==> config.mk <==
export PLATFORM = sky130hd
export DESIGN_NAME = clk_select
export DESIGN_NICKNAME = d
export VERILOG_FILES = /design/src/glitchless_mux.v /design/src/clk_select.v
export VERILOG_INCLUDE_DIRS = /design/src
export SDC_FILE = /design/constraint.sdc
export NUM_CORES = 1
export LEC_CHECK = 0
export BUFFER_PORTS_ARGS = -buffer_cell sky130_fd_sc_hd__buf_2
export CAP_MARGIN = 20
export CORE_ASPECT_RATIO = 0.9
export CORE_MARGIN = 2
export CORE_UTILIZATION = 59
export DETAILED_ROUTE_END_ITERATION = 7
export HOLD_SLACK_MARGIN = 0.12
export PLACE_DENSITY = 0.86
export SYNTH_ARGS = -nofsm -noshare
export SYNTH_HDL_FRONTEND = slang
export SYNTH_SLANG_ARGS = --single-unit
export TNS_END_PERCENT = 1
==> constraint.sdc <==
create_clock -name clk_sys_in -period 2.8 [get_ports clk_sys_in]
set_input_delay 0.42 -clock clk_sys_in [delete_from_list [all_inputs] [get_ports clk_sys_in]]
set_output_delay 0.42 -clock clk_sys_in [all_outputs]
set_load 0.02 [all_outputs]
==> src/clk_select_regs.vh <==
// register offsets, field positions, reset values and codes for the clock selector
`ifndef CLK_SELECT_REGS_VH
`define CLK_SELECT_REGS_VH

// ****************************************
// register offsets
// ****************************************
`define OFS_OUT_FIVE_SIX    7'h62
`define OFS_OUT_SEVEN_FS    7'h63
`define OFS_AUX_APLL_CFG    7'h64
`define OFS_MAIN_DPLL_CFG   7'h65
`define OFS_ALT_DECODE      7'h66

// ****************************************
// reset values
// ****************************************
`define RST_OUT_FIVE_SIX    8'h84
`define RST_OUT_SEVEN_FS    8'hc6
`define RST_AUX_APLL_CFG    8'h05
`define RST_MAIN_DPLL_CFG   8'h01
`define RST_ALT_DECODE      8'h00

// ****************************************
// field positions
// ****************************************
`define BIT_MF_SYNC_EN      7
`define BIT_F_SYNC_EN       6
`define BIT_MEASURE_MAIN    7
`define BIT_AUX_SRC_MAIN    6
`define BIT_ALT_OUT3        0
`define BIT_ALT_OUT5        1
`define BIT_ALT_OUT6        2
`define BIT_ALT_OUT7        3

// ****************************************
// source select codes
// ****************************************
`define SRC_OFF        5'h00
`define SRC_2K         5'h01
`define SRC_8K         5'h02
`define SRC_SYNTH_A    5'h03
`define SRC_SYNTH_B    5'h04
`define SRC_MAIN_D1    5'h05
`define SRC_MAIN_D2    5'h06
`define SRC_MAIN_D4    5'h07
`define SRC_MAIN_D6    5'h08
`define SRC_MAIN_D8    5'h09
`define SRC_MAIN_D12   5'h0a
`define SRC_MAIN_D16   5'h0b
`define SRC_MAIN_D48   5'h0c
`define SRC_MAIN_D64   5'h0d
`define SRC_AUX_D1     5'h0e
`define SRC_AUX_D2     5'h0f
`define SRC_AUX_D4     5'h10
`define SRC_AUX_D5     5'h11
`define SRC_AUX_D8     5'h12
`define SRC_AUX_D10    5'h13
`define SRC_AUX_D12    5'h14
`define SRC_AUX_D16    5'h15
`define SRC_AUX_D20    5'h16
`define SRC_AUX_D48    5'h17
`define SRC_AUX_D64    5'h18
`define SRC_SEC_D1     5'h19
`define SRC_SEC_D2     5'h1a
`define SRC_SEC_D5     5'h1b
`define SRC_SEC_D10    5'h1c
`define SRC_AUX_REF    5'h1d
`define SRC_MAIN_REF   5'h1e

// ****************************************
// synthesizer frequency codes (aux_freq_field)
// ****************************************
`define FRQ_OFF        4'h0
`define FRQ_77M76      4'h1
`define FRQ_24M576     4'h2
`define FRQ_32M768     4'h3
`define FRQ_37M056     4'h4
`define FRQ_24M704     4'h5
`define FRQ_68M736     4'h6
`define FRQ_44M736     4'h7
`define FRQ_25M248     4'h8
`define FRQ_62M500     4'h9
`define FRQ_30M720     4'ha
`define FRQ_40M000     4'hb
`define FRQ_26M000     4'hc
`define FRQ_UNUSED     4'hf

`endif

==> src/glitchless_mux.v <==
// glitch-free switch from one clock source to another
`timescale 1ns/1ps
module glitchless_mux #(
   parameter SEL_W = 5
) (
   // clock and reset
   input  wire             clk_sys_in,
   input  wire             reset_in,
   // selection and sources
   input  wire [SEL_W-1:0] sel_in,
   input  wire [31:0]      src_in,
   // output
   output reg              clk_out
);
   reg [SEL_W-1:0] active;
   reg             armed;

   // drop the old source only while low, pass the new one only after
   // it was seen low: no runt on either side; a stuck-high new source stays low
   always @(posedge clk_sys_in) begin
      if (reset_in) begin
         active  <= {SEL_W{1'b0}};
         armed   <= 1'b1;
         clk_out <= 1'b0;
      end else if ((sel_in != active) && !src_in[active]) begin
         active  <= sel_in;
         armed   <= 1'b0;
         clk_out <= 1'b0;
      end else if (!armed) begin
         armed   <= !src_in[active];
         clk_out <= 1'b0;
      end else begin
         clk_out <= src_in[active];
      end
   end
endmodule // glitchless_mux

==> src/clk_select.v <==
// output clock frequency selection and synthesizer configuration
`timescale 1ns/1ps
`include "clk_select_regs.vh"
module clk_select #(
   parameter ADDR_W = 7
) (
   // clock and reset
   input  wire              clk_sys_in,
   input  wire              reset_in,
   // register port
   input  wire [ADDR_W-1:0] reg_addr_in,
   input  wire              reg_wr_in,
   input  wire              reg_rd_in,
   input  wire [7:0]        reg_wdata_in,
   output reg  [7:0]        reg_rdata_out,
   output reg               reg_hit_out,
   // clock sources, sampled as levels
   input  wire              tick_2k_in,
   input  wire              tick_8k_in,
   input  wire              digital_synth_a_in,
   input  wire              digital_synth_b_in,
   input  wire [13:0]       main_apll_div_in,
   input  wire [10:0]       aux_apll_div_in,
   input  wire [3:0]        main_apll_second_div_in,
   input  wire              aux_ref_in,
   input  wire              main_ref_in,
   // output clocks
   output wire              clock_out_three,
   output wire              clock_out_five,
   output wire              clock_out_six,
   output wire              clock_out_seven,
   output reg               multiframe_sync_pin_out,
   output reg               frame_sync_pin_out,
   // synthesizer and dpll control
   output reg  [3:0]        aux_synth_freq_out,
   output reg               aux_apll_enable_out,
   output reg               aux_follows_main_out,
   output reg  [3:0]        main_synth_freq_out,
   output reg               aux_measure_main_phase_out,
   // output 3 field, held elsewhere
   input  wire [3:0]        out3_freq_sel_in
);
   // ****************************************
   // registers
   // ****************************************
   reg  [7:0] output_freq_sel_five_six;
   reg  [7:0] output_freq_sel_seven_framesync;
   reg  [7:0] aux_apll_freq_config;
   reg  [7:0] main_dpll_config_one;
   reg  [7:0] alt_decode_register;

   wire [3:0] out5_freq_sel  = output_freq_sel_five_six[3:0];
   wire [3:0] out6_freq_sel  = output_freq_sel_five_six[7:4];
   wire [3:0] out7_freq_sel  = output_freq_sel_seven_framesync[3:0];
   wire [3:0] aux_freq_field = aux_apll_freq_config[3:0];
   wire [2:0] main_to_aux_freq_field = main_dpll_config_one[5:3];
   wire [2:0] main_freq_field        = main_dpll_config_one[2:0];
   wire       aux_apll_source_sel =
              main_dpll_config_one[`BIT_AUX_SRC_MAIN];

   always @(posedge clk_sys_in) begin
      if (reset_in) begin
         output_freq_sel_five_six        <= `RST_OUT_FIVE_SIX;
         output_freq_sel_seven_framesync <= `RST_OUT_SEVEN_FS;
         aux_apll_freq_config            <= `RST_AUX_APLL_CFG;
         main_dpll_config_one            <= `RST_MAIN_DPLL_CFG;
         alt_decode_register             <= `RST_ALT_DECODE;
      end else if (reg_wr_in) begin
         if (reg_addr_in == `OFS_OUT_FIVE_SIX) begin
            output_freq_sel_five_six <= reg_wdata_in;
         end else if (reg_addr_in == `OFS_OUT_SEVEN_FS) begin
            // bits 5:4 reserved, read as zero
            output_freq_sel_seven_framesync <= reg_wdata_in & 8'hcf;
         end else if (reg_addr_in == `OFS_AUX_APLL_CFG) begin
            aux_apll_freq_config <= reg_wdata_in & 8'h0f;
         end else if (reg_addr_in == `OFS_MAIN_DPLL_CFG) begin
            main_dpll_config_one <= reg_wdata_in;
         end else if (reg_addr_in == `OFS_ALT_DECODE) begin
            alt_decode_register <= reg_wdata_in & 8'h0f;
         end
      end
   end

   // read data registered; unmapped offsets read zero with no hit
   always @(posedge clk_sys_in) begin
      if (reset_in) begin
         reg_rdata_out <= 8'h00;
         reg_hit_out   <= 1'b0;
      end else begin
         reg_hit_out <= 1'b0;
         if (reg_rd_in && !reg_wr_in) begin  // write wins a collision
            reg_hit_out <= 1'b1;
            if (reg_addr_in == `OFS_OUT_FIVE_SIX) begin
               reg_rdata_out <= output_freq_sel_five_six;
            end else if (reg_addr_in == `OFS_OUT_SEVEN_FS) begin
               reg_rdata_out <= output_freq_sel_seven_framesync;
            end else if (reg_addr_in == `OFS_AUX_APLL_CFG) begin
               reg_rdata_out <= aux_apll_freq_config;
            end else if (reg_addr_in == `OFS_MAIN_DPLL_CFG) begin
               reg_rdata_out <= main_dpll_config_one;
            end else if (reg_addr_in == `OFS_ALT_DECODE) begin
               reg_rdata_out <= alt_decode_register;
            end else begin
               reg_rdata_out <= 8'h00;
               reg_hit_out   <= 1'b0;
            end
         end
      end
   end

   // ****************************************
   // decode functions
   // ****************************************
   // common tail 0110-1010: main /16,/12,/8,/6,/4; 1011-1111 aux
   function [4:0] std_tail;
      input [3:0] code;
      begin
         case (code)
            4'h6:    std_tail = `SRC_MAIN_D16;
            4'h7:    std_tail = `SRC_MAIN_D12;
            4'h8:    std_tail = `SRC_MAIN_D8;
            4'h9:    std_tail = `SRC_MAIN_D6;
            4'ha:    std_tail = `SRC_MAIN_D4;
            4'hb:    std_tail = `SRC_AUX_D64;
            4'hc:    std_tail = `SRC_AUX_D48;
            4'hd:    std_tail = `SRC_AUX_D16;
            4'he:    std_tail = `SRC_AUX_D8;
            4'hf:    std_tail = `SRC_AUX_D4;
            default: std_tail = `SRC_OFF;
         endcase
      end
   endfunction

   // alternate decode shared by outputs 6 and 7
   function [4:0] alt_six_seven;
      input [3:0] code;
      begin
         case (code)
            4'h1:    alt_six_seven = `SRC_AUX_D5;
            4'h2:    alt_six_seven = `SRC_AUX_D2;
            4'h3:    alt_six_seven = `SRC_AUX_D1;
            4'h4:    alt_six_seven = `SRC_SEC_D5;
            4'h5:    alt_six_seven = `SRC_SEC_D2;
            4'h6:    alt_six_seven = `SRC_SEC_D1;
            4'h7:    alt_six_seven = `SRC_AUX_REF;
            4'h8:    alt_six_seven = `SRC_MAIN_REF;
            default: alt_six_seven = `SRC_OFF;
         endcase
      end
   endfunction

   reg [4:0] sel3;
   reg [4:0] sel5;
   reg [4:0] sel6;
   reg [4:0] sel7;

   always @* begin
      // output 3: the alternate decode lives in this block; the standard one falls to std_tail for codes 0 and 6-f
      sel3 = `SRC_OFF;
      if (alt_decode_register[`BIT_ALT_OUT3]) begin
         case (out3_freq_sel_in)
            4'h1:    sel3 = `SRC_MAIN_D64;
            4'h2:    sel3 = `SRC_AUX_D20;
            4'h3:    sel3 = `SRC_AUX_D12;
            4'h4:    sel3 = `SRC_AUX_D10;
            4'h5:    sel3 = `SRC_AUX_D5;
            4'h6:    sel3 = `SRC_AUX_D2;
            4'h7:    sel3 = `SRC_AUX_REF;
            4'h8:    sel3 = `SRC_MAIN_REF;
            default: sel3 = `SRC_OFF;
         endcase
      end else begin
         case (out3_freq_sel_in)
            4'h1:    sel3 = `SRC_2K;
            4'h2:    sel3 = `SRC_8K;
            4'h3:    sel3 = `SRC_SYNTH_B;
            4'h4:    sel3 = `SRC_SYNTH_A;
            4'h5:    sel3 = `SRC_MAIN_D48;
            default: sel3 = std_tail(out3_freq_sel_in);
         endcase
      end
      // output 5
      if (alt_decode_register[`BIT_ALT_OUT5]) begin
         case (out5_freq_sel)
            4'h1:    sel5 = `SRC_MAIN_D2;
            4'h2:    sel5 = `SRC_MAIN_D1;
            4'h3:    sel5 = `SRC_AUX_D10;
            4'h4:    sel5 = `SRC_SEC_D10;
            4'h5:    sel5 = `SRC_SEC_D2;
            4'h6:    sel5 = `SRC_SEC_D1;
            4'h7:    sel5 = `SRC_AUX_REF;
            4'h8:    sel5 = `SRC_MAIN_REF;
            default: sel5 = `SRC_OFF;
         endcase
      end else begin
         case (out5_freq_sel)
            4'h1:    sel5 = `SRC_2K;
            4'h2:    sel5 = `SRC_8K;
            4'h3:    sel5 = `SRC_SYNTH_B;
            4'h4:    sel5 = `SRC_SYNTH_A;
            4'h5:    sel5 = `SRC_MAIN_D48;
            4'hb:    sel5 = `SRC_AUX_D2;
            default: sel5 = std_tail(out5_freq_sel);
         endcase
      end
      // output 6
      if (alt_decode_register[`BIT_ALT_OUT6]) begin
         sel6 = alt_six_seven(out6_freq_sel);
      end else begin
         case (out6_freq_sel)
            4'h1:    sel6 = `SRC_2K;
            4'h2:    sel6 = `SRC_8K;
            4'h3:    sel6 = `SRC_MAIN_D2;
            4'h4:    sel6 = `SRC_SYNTH_A;
            4'h5:    sel6 = `SRC_MAIN_D1;
            default: sel6 = std_tail(out6_freq_sel);
         endcase
      end
      // output 7
      if (alt_decode_register[`BIT_ALT_OUT7]) begin
         sel7 = alt_six_seven(out7_freq_sel);
      end else begin
         case (out7_freq_sel)
            4'h1:    sel7 = `SRC_2K;
            4'h2:    sel7 = `SRC_8K;
            4'h3:    sel7 = `SRC_SYNTH_B;
            4'h4:    sel7 = `SRC_MAIN_D2;
            4'h5:    sel7 = `SRC_MAIN_D48;
            default: sel7 = std_tail(out7_freq_sel);
         endcase
      end
   end

   // ****************************************
   // source vector and output muxes
   // ****************************************
   // main div bits: 1,2,4,6,8,12,16,48,64 at [0..8]; others spare
   // aux div bits: 1,2,4,5,8,10,12,16,20,48,64 at [0..10]
   // second main div bits: 1,2,5,10 at [0..3]
   wire        aux_live = aux_apll_enable_out;
   wire [10:0] aux_div  = aux_live ? aux_apll_div_in : 11'h000;
   wire [31:0] src_vec  = {1'b0, main_ref_in, aux_ref_in,
                           main_apll_second_div_in[3],
                           main_apll_second_div_in[2],
                           main_apll_second_div_in[1],
                           main_apll_second_div_in[0],
                           aux_div[10], aux_div[9], aux_div[8],
                           aux_div[7], aux_div[6], aux_div[5],
                           aux_div[4], aux_div[3], aux_div[2],
                           aux_div[1], aux_div[0],
                           main_apll_div_in[8], main_apll_div_in[7],
                           main_apll_div_in[6], main_apll_div_in[5],
                           main_apll_div_in[4], main_apll_div_in[3],
                           main_apll_div_in[2], main_apll_div_in[1],
                           main_apll_div_in[0],
                           digital_synth_b_in, digital_synth_a_in,
                           tick_8k_in, tick_2k_in, 1'b0};

   glitchless_mux #(.SEL_W(5)) mux_three (
      .clk_sys_in (clk_sys_in),
      .reset_in   (reset_in),
      .sel_in     (sel3),
      .src_in     (src_vec),
      .clk_out    (clock_out_three)
   );
   glitchless_mux #(.SEL_W(5)) mux_five (
      .clk_sys_in (clk_sys_in),
      .reset_in   (reset_in),
      .sel_in     (sel5),
      .src_in     (src_vec),
      .clk_out    (clock_out_five)
   );
   glitchless_mux #(.SEL_W(5)) mux_six (
      .clk_sys_in (clk_sys_in),
      .reset_in   (reset_in),
      .sel_in     (sel6),
      .src_in     (src_vec),
      .clk_out    (clock_out_six)
   );
   glitchless_mux #(.SEL_W(5)) mux_seven (
      .clk_sys_in (clk_sys_in),
      .reset_in   (reset_in),
      .sel_in     (sel7),
      .src_in     (src_vec),
      .clk_out    (clock_out_seven)
   );

   // ****************************************
   // frame sync pins and synthesizer control
   // ****************************************
   reg [3:0] next_aux_freq;

   always @* begin
      if (aux_apll_source_sel) begin
         case (main_to_aux_freq_field)
            3'h0:    next_aux_freq = `FRQ_24M576;
            3'h1:    next_aux_freq = `FRQ_62M500;
            3'h2:    next_aux_freq = `FRQ_32M768;
            3'h4:    next_aux_freq = `FRQ_37M056;
            3'h6:    next_aux_freq = `FRQ_24M704;
            3'h7:    next_aux_freq = `FRQ_25M248;
            default: next_aux_freq = `FRQ_UNUSED;
         endcase
      end else if (aux_freq_field > `FRQ_26M000) begin
         next_aux_freq = `FRQ_UNUSED;
      end else begin
         next_aux_freq = aux_freq_field;
      end
   end

   always @(posedge clk_sys_in) begin
      if (reset_in) begin
         multiframe_sync_pin_out    <= 1'b0;
         frame_sync_pin_out         <= 1'b0;
         aux_synth_freq_out         <= `FRQ_OFF;
         aux_apll_enable_out        <= 1'b0;
         aux_follows_main_out       <= 1'b0;
         main_synth_freq_out        <= `FRQ_77M76;
         aux_measure_main_phase_out <= 1'b0;
      end else begin
         multiframe_sync_pin_out <= tick_2k_in &
            output_freq_sel_seven_framesync[`BIT_MF_SYNC_EN];
         frame_sync_pin_out <= tick_8k_in &
            output_freq_sel_seven_framesync[`BIT_F_SYNC_EN];
         aux_synth_freq_out   <= next_aux_freq;
         aux_apll_enable_out  <= (next_aux_freq != `FRQ_OFF) &&
                                 (next_aux_freq != `FRQ_UNUSED);
         aux_follows_main_out <= aux_apll_source_sel;
         case (main_freq_field)
            3'h0:    main_synth_freq_out <= `FRQ_77M76;
            3'h1:    main_synth_freq_out <= `FRQ_77M76;
            3'h2:    main_synth_freq_out <= `FRQ_24M576;
            3'h3:    main_synth_freq_out <= `FRQ_32M768;
            3'h4:    main_synth_freq_out <= `FRQ_37M056;
            3'h5:    main_synth_freq_out <= `FRQ_24M704;
            3'h6:    main_synth_freq_out <= `FRQ_25M248;
            default: main_synth_freq_out <= `FRQ_62M500;
         endcase
         aux_measure_main_phase_out <=
            main_dpll_config_one[`BIT_MEASURE_MAIN];
      end
   end
endmodule // clk_select

Word level (Yosys, flattened, before mapping)
Memory sizes are Yosys's and may differ from the RTL's. A register that Yosys moved wholly into a read port is not among the register bits.
Index checks and enable logic that the tools add are counted.

storage, ports and cells
  bits in registers = 80
  ROM bits = 640
  input bits = 58
  output and inout bits = 26
  word-level logic and storage cells = 168
  memories kept = 8

operators by class
  order comparisons = 5
  equal/unequal tests = 42
  mux-type cells = 51
  bitwise operators = 11
  reduce and logical (&&, ||, !) cells = 25

memory list
  memory            words  bits a word  rd ports  clocked after memory_dff  write ports  line              source
  (name not given)  16     5            1         0                         0            clk_select.v:161  case (out3_freq_sel_in)
  (name not given)  16     5            1         0                         0            clk_select.v:118  case (code)
  (name not given)  16     5            1         1                         0            clk_select.v:184  case (out5_freq_sel)
  (name not given)  16     5            1         1                         0            clk_select.v:118
  (name not given)  16     5            1         1                         0            clk_select.v:138  case (code)
  (name not given)  16     5            1         1                         0            clk_select.v:118
  2 more memories   n/a    n/a          n/a       n/a                       n/a          n/a

operator list
  kind                                                                  number
  5-bit one-hot mux with 5 select lines                                 3
  4-bit 2-to-1 mux                                                      15
  4-bit one-hot mux with 6 select lines                                 2
  7-bit == test, second input constant                                  5
  4-bit by 2-bit == test with 1-bit output, second input constant       8
  4-bit by 3-bit == test with 1-bit output, second input constant       8
  8-bit 2-to-1 mux                                                      4
  5-bit one-hot mux with 6 select lines                                 1
  5-bit by 6-bit < comparator with 1-bit output, second input constant  4
  1-bit binary-select mux with 5-bit select                             4
  5-bit 2-to-1 mux                                                      4
  5-bit != test                                                         4
  3-bit == test, second input constant                                  6
  1-bit 2-to-1 mux                                                      17
  4-bit by 1-bit == test with 1-bit output, second input constant       4
  3-bit OR reduction                                                    4
  11-bit 2-to-1 mux                                                     1
  3-bit by 2-bit == test with 1-bit output, second input constant       3
  1-bit NOT                                                             9
  3-bit by 1-bit == test with 1-bit output, second input constant       2
  1-bit logical AND                                                     6
  3-bit zero test                                                       2
  6-bit AND reduction                                                   1
  1-bit zero test                                                       5
  other kinds (10)                                                      12

Logic depth before layout (Yosys ltp)
  depth in word-level cells = 6
  mapped depth = 12
  depth with buffers taken out = 10

By module
From an unflattened synthesis, not the netlist that was laid out.

second synthesis, totals
  cells, all modules = 858
  area, all modules = 7079.3 sq um

modules (own cells, without submodules)
  module          instances  cells each  area each (sq um)  sequential area each (sq um)
  clk_select      1          550         4411.7             1641.6
  glitchless_mux  4          77          666.9              140.1

Worst setup path before layout
No wires, ideal clock.

  path kind = input port to flip-flop
  start = input reg_addr_in[2]
  end = register (tool-made name)
  setup time = 0.119 ns
  arrival time = 2.180 ns
  data required time = 2.681 ns
  slack = 0.501 ns
  stages = 9
  buffers on the path = 2
  cell sequence = buf_2 nor2b_2 nand4_1 mux2i_1 or2_2 clkbuf_1 ha_1 and3_1 o21bai_1

RTL lines
  what         line             source
  from (decl)  clk_select.v:11  input wire [ADDR_W-1:0] reg_addr_in,

Worst setup path after layout
  start = register mux_six.active[0]
  end = register mux_six.active[1]

on the way
  longest elaborated chain between the ends = 4
  elaborated cells between the ends (all ways) = 5
  those cells by class = eq/ne: 1; mux: 2; reduce/logical: 2

ends and longest elaborated chain
  what                                       line                 source
  from (decl)                                glitchless_mux.v:15  reg [SEL_W-1:0] active;
  from (signal assigned)                     glitchless_mux.v:22  active <= {SEL_W{1'b0}};
  from (signal assigned)                     glitchless_mux.v:26  active <= sel_in;
  1-bit binary-select mux with 5-bit select  glitchless_mux.v:25  end else if ((sel_in != active) && !src_in[active]) begin
  1-bit 2-to-1 mux (implied by the code)     glitchless_mux.v:25
  1-bit zero test                            glitchless_mux.v:25
  1-bit logical AND (*)                      glitchless_mux.v:25

Mark *: on every way between the ends. The rest lies on a longest branch, timed or not. The select of a mux whose other input is x is not followed.
A chain may end at the register's enable or synchronous reset.

==> results by group <==
Status
  • Status: finished clean

Yosys
  • Top cells by count, synth: dfxtp_1, nand2_1, mux2i_1, nor2_1, o21ai_0
  • EDFF count, synth: 0
  • Ys flop type: dfxtp_1
  • Synth warn: 0
  • Netlist cell types: 91
  • Post-synthesis sequential element count: 110
  • Seq/Total Area, Yosys: 31.2%
  • Most common cell in the netlist: dfxtp_1
  • Mapped Nets: 887
  • Post-Syn Area: 7060 um2
  • Synth Area per Inst: 8.70 um2
  • Post-Syn Instances: ~810
  • Share of the synthesized area in the top cell type: 31.2%
  • Ys async rst share: 0%
  • Largest cells by area after synthesis: dfxtp_1, mux2i_1, mux4_2
  • Yosys top cell by area: dfxtp_1

STA
  • Final setup vio count: 0
  • Final period utilization: 87.4%
  • RSZ-0062 raised after global routing: false
  • Final Skew: approximately 11 ps
  • Slew @ Worst Pin: 664 ps
  • Final count of hold timing violations: 0
  • Setup TNS Final: 0 ps
  • Post-route setup slack: 352 ps
  • Hold_ws: about 320 ps
  • Final Max Slew Viols: 0
  • Peak Freq: 408 MHz
  • Final min period: 2450 ps
  • Slew HR: 55.7%

Cells and area
  • Non-Filler Instances: just over 1,000
  • Layout area overhead: 10.8%
  • Share of cells above drive strength 1: 19.9%
  • Fin nets: 932
  • Reg area: approximately 2200 um2
  • Final Util: 67.8%
  • Fill cell count: 857
  • Antenna cells: 0
  • Multi-input combinational cell area: 4390 um2

GRT
  • Total grt overflow: 0
  • Total GRT Usage: 27.4%
  • Number of global-route vias before repair: between 5,000 and 6,000
  • Met1 usage: 36.7%
  • Antenna violations before repair: 0
  • Met3 Use GR: under 10%
  • First-pass GRT wire length: 28,200 um
  • Largest net degree at the start of global routing: 27
  • M2 GR Usage: 43.9%
  • Most Used Layer, Global Route: met2

Floorplanning
  • Std cell rows: 37
  • Io pins: 84
  • Die height: 108 um
  • Chip width: 119 um
  • Core area: 11,500 um2
  • Die area: 12,900 um2
  • Initial Util: 61.2%

Hold path
  • Hold depth: 3
  • Worst hold endpoint: output_freq_sel_seven_framesync[6]
  • Min-delay src: reg_wdata_in[6]
  • Worst min-delay path category: in -> reg

Critical path
  • Reg2reg setup slack: 350 ps
  • Worst Path Required: 3080 ps
  • CP max-delay cell: dfxtp_1
  • CP Max Fanout: 12
  • Reg2reg path depth: 6
  • Reg2reg start: mux_six.active[0]
  • CP max stage delay: slightly above 600 ps
  • CP Cell Sequence: mux4_2, nor2b_1, a2111o_1, o2111ai_2, o21a_1, mux2i_1
  • CP Launch Type: flip-flop
  • Crit path DAT: between 2000 and 3000 ps
  • Crit Reg-Reg Endpoint: mux_six.active[1]
  • Worst Setup End Kind: flip-flop
  • WS Path Type: reg -> reg

Placement
  • Port-buffer cells: 78
  • Post-Place Worst Slack: between 200 and 300 ps
  • Gp weighted congestion: 0.972
  • Placed instance count: 1,001
  • Hpwl dp: 12,800 um

Power
  • P_sw: 1.39 mW
  • Peak supply drop: 0.403 mV
  • Cell leakage power: 3.21 nW
  • Comb power frac: 26.8%
  • Int Power: 3.06 mW
  • Cell Pwr Density: 570 nW/um2
  • Clk pwr share: 32.4%
  • Flop pwr share: about two fifths
  • Switching Share: 31.2%

Clock network
  • CTS tree: yes
  • Clock Tree Buf Depth: 2
  • CTS Root Cell: clkbuf_16
  • # Post-CTS Setup Buffers: 0
  • Clock slew seen by the registers of the worst setup and hold paths: about 80 ps
  • Cts hold-fix bufs: 0
  • Worst-Skew Late Latency: 360 ps
  • Post-CTS sizing: 0
  • Clk sinks: 110
  • Htree depth: 3
  • Total CTS buffers: 9

Detailed routing
  • DR WL/cell: between 15 and 20 um
  • Routed via count: roughly 6,300
  • Detailed-route DRC error count: 0
  • Total wire length: approximately 17,000 um
  • DRT antenna net count: 0
  • Via/cell ratio: between 6 and 7
  • DR iter-0 viols: 650
  • Pre-antenna DRT Iters: 6

Run
  • MaxCap Viol Count: 0
[stage by stage]
| stage | power (mW) | area, um2 |
|---|---|---|
| 3_3_place_gp | 2.99 | 7480 |
| 4_1_cts | 4.45 | 7820 |
| 5_1_grt | 4.64 | 7820 |
| 3_5_place_dp | 3.01 | 7480 |
| 2_1_floorplan | 2.77 | 7060 |
| 6_report | 4.45 | 7820 |
[worst max-delay path: cells and delay by family, from the launching register on]
family | cells | cell delay, ps
DFF | 1 | 610
and+or+nand+nor | 1 | 140
muxes | 2 | 780
AOI/OAI and AO/OA | 3 | 840
[power groups by stage]
stage	Sequential (mW)	Clock, mW	Combinational [mW]
after floorplan	1.79	0	0.979
after global placement	1.84	0	1.14
after detailed placement	1.85	0	1.17
after CTS	1.81	1.46	1.18
after global routing	1.83	1.51	1.29
final	1.81	1.44	1.19
[layout by cell type (no fill, tap or decap), types with 9 or more instances in the layout]
master / count
dfxtp_1: 110
buf_2: 78
nand2_1: 65
mux2i_1: 60
nor2_1: 60
o21ai_0: 42
a21oi_1: 35
inv_1: 33
nand3_1: 24
nand2b_1: 24
buf_4: 20
ha_1: 18
xnor2_1: 16
mux4_2: 15
nor2b_1: 13
nor3_1: 10
a211oi_1: 10
o211ai_1: 9
xor2_1: 9
a22o_1: 9
clkbuf_16: 9
[worst max-delay path by stage]
stage / startpoint / to / slack (ps)
5_1_grt: mux_six.active[0] / mux_six.active[1] / 230
6_report: mux_six.active[0] / mux_six.active[1] / 350
4_1_cts: mux_six.active[0] / mux_six.active[1] / 340
3_5_place_dp: reg_addr_in[4] / flip-flop / 290
2_1_floorplan: reg_addr_in[2] / flip-flop / 500
3_3_place_gp: reg_addr_in[4] / flip-flop / 350
[cell families (layout without fill, tap and decap cells)]
family	count (synthesis)	after routing	synth area share, %
AOI/OAI and AO/OA	207	207	21.1
xor gates and xnor gates	25	25	3.10
adders and majority gates	18	18	3.19
buffers and inverters	103	153	6.53
DFF	110	110	31.2
muxes	90	90	16.0
and+or+nand+nor	258	258	18.9
[cell type report]
type                    instances  share of cell area [%]
clock buffers                   9                    2.88
clock inverters                 7                    1.46
inverters                      39                    1.87
multi-input cells             598                    56.2
flip-flops and latches        110                    28.2
well taps                     156                    2.50
repair buffers                 98                    6.92
[layer usage]
layer	up-vias	share of wire, %
met5	-	0
met1	2954	44
met4	0	2.7
met3	44	8.0
li1	3024	-
met2	268	45
No activity file was read; power rests on OpenSTA's default activity.
